[config.mk]
export PLATFORM = sky130hd
export DESIGN_NAME = mpio_pins
export DESIGN_NICKNAME = d
export VERILOG_FILES = /design/src/mpio_pins.v /design/src/mpio_sync.v
export VERILOG_INCLUDE_DIRS = /design/src
export SDC_FILE = /design/constraint.sdc
export NUM_CORES = 1
export LEC_CHECK = 0
export BUFFER_PORTS_ARGS = -buffer_cell sky130_fd_sc_hd__buf_2
export CORE_MARGIN = 2
export CORE_UTILIZATION = 25
export DETAILED_ROUTE_END_ITERATION = 7
export GPL_ROUTABILITY_DRIVEN = 0
export MAX_ROUTING_LAYER = met4
export PLACE_DENSITY_LB_ADDON = 0.08
export SETUP_SLACK_MARGIN = 0.2
export SLEW_MARGIN = 0
export SYNTH_ARGS = -nofsm -noshare
export SYNTH_HDL_FRONTEND = slang
export SYNTH_SLANG_ARGS = --single-unit
[constraint.sdc]
create_clock -name clk -period 6.3 [get_ports clk]
set_input_delay 0.63 -clock clk [delete_from_list [all_inputs] [get_ports clk]]
set_output_delay 0.63 -clock clk [all_outputs]
set_load 0.005 [all_outputs]
[src/mpio_defs.vh]
// Register indices, field positions, reset values and mode codes of the I/O pin block
`ifndef MPIO_DEFS_VH
`define MPIO_DEFS_VH

`define MPIO_AW 8
`define MPIO_DW 24
`define MPIO_NPIN 6
`define MPIO_NBTN 21

`define MPIO_IDX_LEVEL 8'h00
`define MPIO_IDX_MODE 8'h0b
`define MPIO_IDX_AUX 8'h11
`define MPIO_IDX_ST_FALL 8'h1a
`define MPIO_IDX_ST_RISE 8'h1b
`define MPIO_IDX_ST_PRESS 8'h1c

`define MPIO_MODE_LSB 16
`define MPIO_LEVEL_LSB 10
`define MPIO_AUX_MODE_LSB 2
`define MPIO_AUX_LEVEL_LSB 6

`define MPIO_MODE_OUT 2'h0
`define MPIO_MODE_PULLUP 2'h1
`define MPIO_MODE_PULLDN 2'h2
`define MPIO_MODE_INPUT 2'h3

`define MPIO_RST_LEVEL 24'h000000
`define MPIO_RST_MODE 24'hff0000
`define MPIO_RST_AUX 24'h000034

`define MPIO_PAIR_BASE_D1 5'h06
`define MPIO_PAIR_BASE_D2 5'h0b
`define MPIO_PAIR_BASE_D3 5'h0f
`define MPIO_PAIR_BASE_D4 5'h12
`define MPIO_PAIR_BASE_D5 5'h14

`define MPIO_BRIDGE_PIN 3
`define MPIO_SYNC_W 8

`endif

[src/mpio_pins.v]
// Six multipurpose I/O pins with serial sharing, bridge control and button expansion
//
// Design decisions made here: the address map and the plain strobed port.
`timescale 1ns/1ps
`default_nettype none
`include "mpio_defs.vh"
module mpio_pins (
   input wire clk,
   input wire rst,
   input wire [`MPIO_AW-1:0] reg_addr,
   input wire [`MPIO_DW-1:0] reg_wdata,
   input wire reg_wr,
   input wire reg_rd,
   output reg [`MPIO_DW-1:0] reg_rdata,
   input wire [`MPIO_NPIN-1:0] pin_in,
   output reg [`MPIO_NPIN-1:0] pin_out,
   output reg [`MPIO_NPIN-1:0] pin_oe_n,
   output reg [`MPIO_NPIN-1:0] pin_pull_up,
   output reg [`MPIO_NPIN-1:0] pin_pull_dn,
   input wire serial_port_enable,
   input wire chip_select_or_reset_pin,
   input wire bridge_mode,
   input wire bridge_mux_ctrl,
   input wire serial_data_out,
   output reg serial_data_in,
   output reg serial_clock,
   output reg serial_chip_select,
   output reg ext_reset_req,
   input wire program_jump
);
   reg [`MPIO_DW-1:0] level_cfg;
   reg [`MPIO_DW-1:0] mode_cfg;
   reg [`MPIO_DW-1:0] aux_cfg;
   reg [`MPIO_NBTN-1:0] st_fall;
   reg [`MPIO_NBTN-1:0] st_rise;
   reg [`MPIO_NBTN-1:0] st_press;
   reg [`MPIO_NBTN-1:0] decoded;
   reg [`MPIO_NBTN-1:0] acc_fall;
   reg [`MPIO_NBTN-1:0] acc_rise;
   reg [`MPIO_NBTN-1:0] next_decoded;
   reg [`MPIO_NPIN-1:0] next_out;
   reg [`MPIO_NPIN-1:0] next_oe_n;
   reg [`MPIO_NPIN-1:0] next_pu;
   reg [`MPIO_NPIN-1:0] next_pd;
   reg [`MPIO_DW-1:0] next_rdata;
   reg [1:0] mode [0:`MPIO_NPIN-1];
   reg [`MPIO_NPIN-1:0] level;
   reg [`MPIO_NPIN-1:0] lines;
   reg any_out;
   reg [2:0] active_cnt;
   reg [2:0] first_i;
   reg [2:0] second_i;
   wire [`MPIO_SYNC_W-1:0] synced;
   wire [`MPIO_NPIN-1:0] pin_s;
   wire ser_en_s;
   wire cs_s;
   wire [`MPIO_NBTN-1:0] rise_now;
   wire [`MPIO_NBTN-1:0] fall_now;
   integer k;

   // Bit position of the combined button for lines a < b
   function [4:0] pair_bit;
      input [2:0] a;
      input [2:0] b;
      reg [2:0] d;
      begin
         d = b - a;
         case (d)
            3'h1: pair_bit = `MPIO_PAIR_BASE_D1 + {2'h0, a};
            3'h2: pair_bit = `MPIO_PAIR_BASE_D2 + {2'h0, a};
            3'h3: pair_bit = `MPIO_PAIR_BASE_D3 + {2'h0, a};
            3'h4: pair_bit = `MPIO_PAIR_BASE_D4 + {2'h0, a};
            3'h5: pair_bit = `MPIO_PAIR_BASE_D5;
            default: pair_bit = 5'h00;
         endcase
      end
   endfunction

   mpio_sync #(
      .WIDTH(`MPIO_SYNC_W)
   ) u_sync (
      .clk(clk),
      .rst(rst),
      .async_in({chip_select_or_reset_pin, serial_port_enable, pin_in}),
      .sync_out(synced)
   );

   assign pin_s = synced[`MPIO_NPIN-1:0];
   assign ser_en_s = synced[`MPIO_NPIN];
   assign cs_s = synced[`MPIO_NPIN+1];

   // Per-pin mode fields and output levels
   always @* begin
      for (k = 0; k < 4; k = k + 1) begin
         mode[k] = mode_cfg[`MPIO_MODE_LSB + 2*k +: 2];
         level[k] = level_cfg[`MPIO_LEVEL_LSB + k];
      end
      for (k = 4; k < `MPIO_NPIN; k = k + 1) begin
         mode[k] = aux_cfg[`MPIO_AUX_MODE_LSB + 2*(k-4) +: 2];
         level[k] = aux_cfg[`MPIO_AUX_LEVEL_LSB + k - 4];
      end
   end

   // Pin drivers, pulls and overrides
   always @* begin
      any_out = 1'b0;
      for (k = 0; k < `MPIO_NPIN; k = k + 1) begin
         next_out[k] = 1'b0;
         next_oe_n[k] = 1'b1;
         next_pu[k] = 1'b0;
         next_pd[k] = 1'b0;
         if (!ser_en_s && !(bridge_mode && k == `MPIO_BRIDGE_PIN)) begin
            case (mode[k])
               `MPIO_MODE_OUT: begin
                  next_out[k] = level[k];
                  next_oe_n[k] = 1'b0;
                  any_out = 1'b1;
               end
               `MPIO_MODE_PULLUP: next_pu[k] = 1'b1;
               `MPIO_MODE_PULLDN: next_pd[k] = 1'b1;
               default: next_pu[k] = 1'b0;
            endcase
         end
      end
      // serial data out on pin 0
      if (ser_en_s) begin
         next_out[0] = serial_data_out;
         next_oe_n[0] = 1'b0;
      end
      if (bridge_mode) begin
         next_out[`MPIO_BRIDGE_PIN] = bridge_mux_ctrl;
         next_oe_n[`MPIO_BRIDGE_PIN] = 1'b0;
      end
   end

   // Button decoding; with no serial port and no output pin, more than two lines at once keep the last result
   always @* begin
      lines = pin_s;
      if (bridge_mode) begin
         lines[`MPIO_BRIDGE_PIN] = 1'b0;
      end
      active_cnt = 3'h0;
      first_i = 3'h0;
      second_i = 3'h0;
      for (k = `MPIO_NPIN - 1; k >= 0; k = k - 1) begin
         if (lines[k]) begin
            active_cnt = active_cnt + 3'h1;
            second_i = first_i;
            first_i = k[2:0];
         end
      end
      next_decoded = {`MPIO_NBTN{1'b0}};
      if (ser_en_s || any_out) begin
         next_decoded[`MPIO_NPIN-1:0] = lines;
      end else begin
         case (active_cnt)
            3'h0: next_decoded = {`MPIO_NBTN{1'b0}};
            3'h1: next_decoded[first_i] = 1'b1;
            3'h2: begin
               if (!decoded[first_i] && !decoded[second_i]) begin
                  next_decoded[pair_bit(first_i, second_i)] = 1'b1;
               end else if (decoded[pair_bit(first_i, second_i)]) begin
                  next_decoded[pair_bit(first_i, second_i)] = 1'b1;
               end else begin
                  next_decoded[first_i] = 1'b1;
                  next_decoded[second_i] = 1'b1;
               end
            end
            default: next_decoded = decoded;
         endcase
      end
   end

   assign rise_now = next_decoded & ~decoded;
   assign fall_now = decoded & ~next_decoded;

   // Edge history between refreshes; an edge in the refresh cycle goes into the status words, not the history
   always @(posedge clk) begin
      if (rst) begin
         decoded <= {`MPIO_NBTN{1'b0}};
         acc_rise <= {`MPIO_NBTN{1'b0}};
         acc_fall <= {`MPIO_NBTN{1'b0}};
         st_rise <= {`MPIO_NBTN{1'b0}};
         st_fall <= {`MPIO_NBTN{1'b0}};
         st_press <= {`MPIO_NBTN{1'b0}};
      end else begin
         decoded <= next_decoded;
         if (program_jump) begin
            // pair in rising and pressed words
            st_rise <= acc_rise | rise_now;
            st_fall <= acc_fall | fall_now;
            st_press <= next_decoded;
            acc_rise <= {`MPIO_NBTN{1'b0}};
            acc_fall <= {`MPIO_NBTN{1'b0}};
         end else begin
            acc_rise <= acc_rise | rise_now;
            acc_fall <= acc_fall | fall_now;
         end
      end
   end

   // Register writes
   always @(posedge clk) begin
      if (rst) begin
         level_cfg <= `MPIO_RST_LEVEL;
         mode_cfg <= `MPIO_RST_MODE;
         // pin 4 starts pulled up, pin 5 as a plain input
         aux_cfg <= `MPIO_RST_AUX;
      end else if (reg_wr) begin
         case (reg_addr)
            `MPIO_IDX_LEVEL: level_cfg <= reg_wdata;
            `MPIO_IDX_MODE: mode_cfg <= reg_wdata;
            `MPIO_IDX_AUX: aux_cfg <= reg_wdata;
            default: level_cfg <= level_cfg;
         endcase
      end
   end

   // Read data; unmapped words read zero
   always @* begin
      next_rdata = {`MPIO_DW{1'b0}};
      if (reg_rd) begin
         case (reg_addr)
            `MPIO_IDX_LEVEL: next_rdata = level_cfg;
            `MPIO_IDX_MODE: next_rdata = mode_cfg;
            `MPIO_IDX_AUX: next_rdata = aux_cfg;
            `MPIO_IDX_ST_FALL: next_rdata = {3'h0, st_fall};
            `MPIO_IDX_ST_RISE: next_rdata = {3'h0, st_rise};
            `MPIO_IDX_ST_PRESS: next_rdata = {3'h0, st_press};
            default: next_rdata = {`MPIO_DW{1'b0}};
         endcase
      end
   end

   // Registered outputs
   always @(posedge clk) begin
      if (rst) begin
         reg_rdata <= {`MPIO_DW{1'b0}};
         pin_out <= {`MPIO_NPIN{1'b0}};
         pin_oe_n <= {`MPIO_NPIN{1'b1}};
         pin_pull_up <= {`MPIO_NPIN{1'b0}};
         pin_pull_dn <= {`MPIO_NPIN{1'b0}};
         serial_data_in <= 1'b0;
         serial_clock <= 1'b0;
         serial_chip_select <= 1'b0;
         ext_reset_req <= 1'b0;
      end else begin
         reg_rdata <= next_rdata;
         pin_out <= next_out;
         pin_oe_n <= next_oe_n;
         pin_pull_up <= next_pu;
         pin_pull_dn <= next_pd;
         // serial inputs from pins 1 and 2
         serial_data_in <= ser_en_s & pin_s[1];
         serial_clock <= ser_en_s & pin_s[2];
         serial_chip_select <= ser_en_s & cs_s;
         ext_reset_req <= ~ser_en_s & cs_s;
      end
   end
endmodule
`default_nettype wire

[src/mpio_sync.v]
// Two-flop synchroniser for levels entering from outside the clock domain
`timescale 1ns/1ps
`default_nettype none
module mpio_sync #(
   parameter WIDTH = 1
) (
   input wire clk,
   input wire rst,
   input wire [WIDTH-1:0] async_in,
   output reg [WIDTH-1:0] sync_out
);
   reg [WIDTH-1:0] stage1;

   // First stage feeds only the second stage
   always @(posedge clk) begin
      if (rst) begin
         stage1 <= {WIDTH{1'b0}};
         sync_out <= {WIDTH{1'b0}};
      end else begin
         stage1 <= async_in;
         sync_out <= stage1;
      end
   end
endmodule
`default_nettype wire

==> flow_summary_export.csv <==
group,metric,value,unit
status,outcome,"complete, no violations",
clock_tree,clk_latency,0.55,ns
sta,hold_viol_final,0,
yosys,synth_async_sr_flop_share,0,
final_layout,drive_gt1_frac,0.1545,
global_routing,grt_overflow,0,
floorplan,dieHeight,222.6,um
sta,skew,0.03259,ns
yosys,synthTopCellsByCount,"266 x dfxtp_1, 247 x nand2_1, 142 x nor2_1, 113 x a21oi_1, 85 x clkbuf_1",
global_routing,grt_pass1_vias,10730,
power,power_density,303.3,nW/um^2
sta,fin_tns_setup,0,ns
clock_tree,clk_pin_slew,0.06,ns
setup_path,arrival,6.06,ns
clock_tree,clockBufferDepth,3,
final_layout,final_area,14280,sq um
clock_tree,cts_tree,"yes",
final_layout,seqCellArea,5325,sq um
floorplan,dieArea,49560,sq um
power,peakVddDrop,0.0001398,V
setup_path,start_kind,"register",
power,p_leak,5.323,nW
yosys,synth_edf_count,0,
setup_path,cp_max_fo,6,
yosys,syn_inst,1429,
floorplan,fp.dieW,222.6,um
yosys,synth_flop_cell,"dfxtp_1",
setup_path,ff2ff_setup_slack,0.67,ns
run,cap_violations,0,
yosys,yosysSeqAreaShare,0.4457,
yosys,syn_nets,1493,
sta,worstMarginPinSlew,1.077,ns
detailed_routing,antenna_left,0,
yosys,synth_top_area_share,0.4457,
setup_path,crit_type,"reg -> reg",
final_layout,post-route-util,0.3009,
yosys,synth_area,11950,sq um
sta,fin_crit,5.629,ns
detailed_routing,drc_errors,0,
sta,maxSlewHeadroom,0.2804,
sta,finalSetupViolations,0,
detailed_routing,vias_per_cell,5.019,
placed_design,post-place-ws,0.2518,ns
clock_tree,post-cts-setup-buffers,0,
floorplan,num_rows,80,
placed_design,place_area,13160,sq um
final_layout,final_nets,1573,
clock_tree,cts_root_buffer,"clkbuf_16",
clock_tree,cts_buffers,35,
detailed_routing,first_pass_iters,5,
power,power.clock.fraction,0.438,
sta,rsz0062_at_grt,"no",
detailed_routing,num_vias,10760,
yosys,synth_cell_type_count,78,
global_routing,grt_pass1_wl,68500,um
floorplan,floorplan.initialDensity,0.2518,
sta,fin_ws,0.6714,ns
yosys,synth_area_leaders,"dfxtp_1 45%, nand2_1 7.8%, a21oi_1 4.7%",
detailed_routing,totalWireLength,44840,um
power,p_switching,1.255,mW
sta,finalCritPeriodShare,0.8934,
yosys,syn_area_per_cell,8.362,sq um
global_routing,grt_usage,0.1846,
sta,maxSlewViolCount,0,
power,comb_power_share,0.155,
power,finalPower,4.331,mW
final_layout,area_growth,19.50,%
yosys,synth_most_common_cell,"dfxtp_1",
detailed_routing,post_drt_wl_per_cell,20.92,um
global_routing,antenna_found_initial,1,
clock_tree,cts_htree_levels,2,
yosys,yosys_warnings,0,
final_layout,nFillCells,5044,
global_routing,grt_max_degree,71,
floorplan,core_area,47450,sq um
placed_design,dpl.hpwl,31400,um
yosys,ys_seq_elements,266,
final_layout,n_antenna_cell,0,
power,pwr-share-seq,0.406,
final_layout,multi_input_area,6146,sq um
power,internal_power,3.077,mW
power,switching_share,0.2897,
setup_path,crit_path_end_kind,"register",
placed_design,numPortBuffers,99,
setup_path,critPathRequiredTime,6.73,ns
floorplan,io-pin-count,100,
yosys,yosys.area.top_type,"dfxtp_1",
sta,fmax,177.7,MHz
detailed_routing,drt_iter0_markers,817,
clock_tree,cts_sinks,266,
worst_hold_path,hp-class,"in -> reg",
-- routing by layer --
layer	GRT usage	wire (um)	up-vias
met5	-	0	-
met4	0.05347	1004	0
met3	0.02724	1527	66
met2	0.2978	21030	201
met1	0.2396	21270	5194
li1	-	-	5294
-- placed cells by master, fill, tap and decap left out, types with 5 or more instances in the layout --
master       n
dfxtp_1    266
and2_1      14
o22ai_1      9
o21ai_1      5
nand3_1     20
a31oi_1     13
a221oi_1    24
a21o_1      11
o31a_1      12
clkbuf_8     7
mux2_2       6
a21oi_1    113
xnor2_1      6
nor3b_1     12
nor3_1      44
nor2_1     141
a311oi_1     9
a31o_2       6
o31ai_1     16
o41ai_2      5
a211oi_1    12
nand4_1      7
buf_2       98
nor2b_1     17
a22o_1      15
o21ai_0     49
inv_1       31
ha_1        13
clkbuf_16   36
nand2b_1     6
mux2i_1     35
o41ai_1      8
o21a_1       6
o221ai_1     5
clkbuf_1     7
buf_4       46
a22oi_1     32
or3_1       13
nand2_1    247
and3_1      15
-- power groups by stage --
stage          registers [mW]  clock network, mW  logic [mW]
2_1_floorplan            1.78                  0       0.431
3_3_place_gp             1.80                  0       0.665
3_5_place_dp             1.80                  0       0.660
4_1_cts                  1.76               1.95       0.662
5_1_grt                  1.76               2.02       0.735
6_report                 1.76               1.90       0.672
-- logic make-up after synthesis --
group                    share of synthesized area
AND/OR/NAND/NOR                             0.2108
AO/OA/AOI/OAI                               0.2357
flip-flops                                  0.4457
buffers and inverters                      0.04513
multiplexers                               0.03581
adder cells (fa/ha/maj)                    0.01801
XOR/XNOR                                  0.008900
-- through the flow --
stage	std cells	hold WS [ns]
after CTS	2143	0.2847
after global placement	2087	0.4153
after detailed placement	2087	0.4285
after floorplan	1429	0.4037
final	2143	0.3137
after global routing	2143	0.3093
-- final timing paths --
| check | cells after the start | to | from |
|---|---|---|---|
| worst min register to register | 1 | u_sync.sync_out[1]$_SDFF_PP0_ | u_sync.stage1[1]$_SDFF_PP0_ |
| worst min-delay path | 2 | u_sync.stage1[6]$_SDFF_PP0_ | serial_port_enable |
| worst max-delay path | 21 | st_fall[2]$_SDFFE_PP0P_ | u_sync.sync_out[5]$_SDFF_PP0_ |
| worst max register to register | 21 | st_fall[2]$_SDFFE_PP0P_ | u_sync.sync_out[5]$_SDFF_PP0_ |
-- cell type report --
cell class              count  area share
clock buffers              50     0.07168
clock inverters             6    0.003856
inverters                  33    0.008675
multi-input cells        1029      0.4304
flip-flops and latches    266      0.3729
well taps                 615     0.05389
repair buffers            144     0.05853
-- critical path, cell delays in order (launching register included) --
cell and delay (ns):
dfxtp_1 0.36, ha_1 0.29, nor3_1 0.07, a21oi_1 0.14, nor2_1 0.07, o41ai_2 0.32, inv_1 0.14, ha_1 0.21
fa_1 0.44, inv_1 0.12, o21a_1 0.19, a211oi_2 0.09, or3_1 0.37, fa_1 0.47, o22ai_1 0.23, mux2i_2 0.16
o21ai_0 0.15, o22ai_1 0.18, o21ai_1 0.45, nand2_1 0.26, o32a_1 0.52, a31o_2 0.29
-- registers in the layout (all words and copies together), names as in the netlist, 8 cells and up --
signal           count
st_rise             21
reg_rdata           24
u_sync.stage1        8
decoded             21
st_fall             21
aux_cfg             24
mode_cfg            24
acc_fall            21
acc_rise            21
level_cfg           24
st_press            21
u_sync.sync_out      8
-- timing repair --
| item | CTS | global route |
|---|---|---|
| endpoints found under the setup margin | 0 | 72 |
| resized for setup | 0 | 9 |
| hold buffers | 0 | 0 |
(Power assumes the default switching activity.)
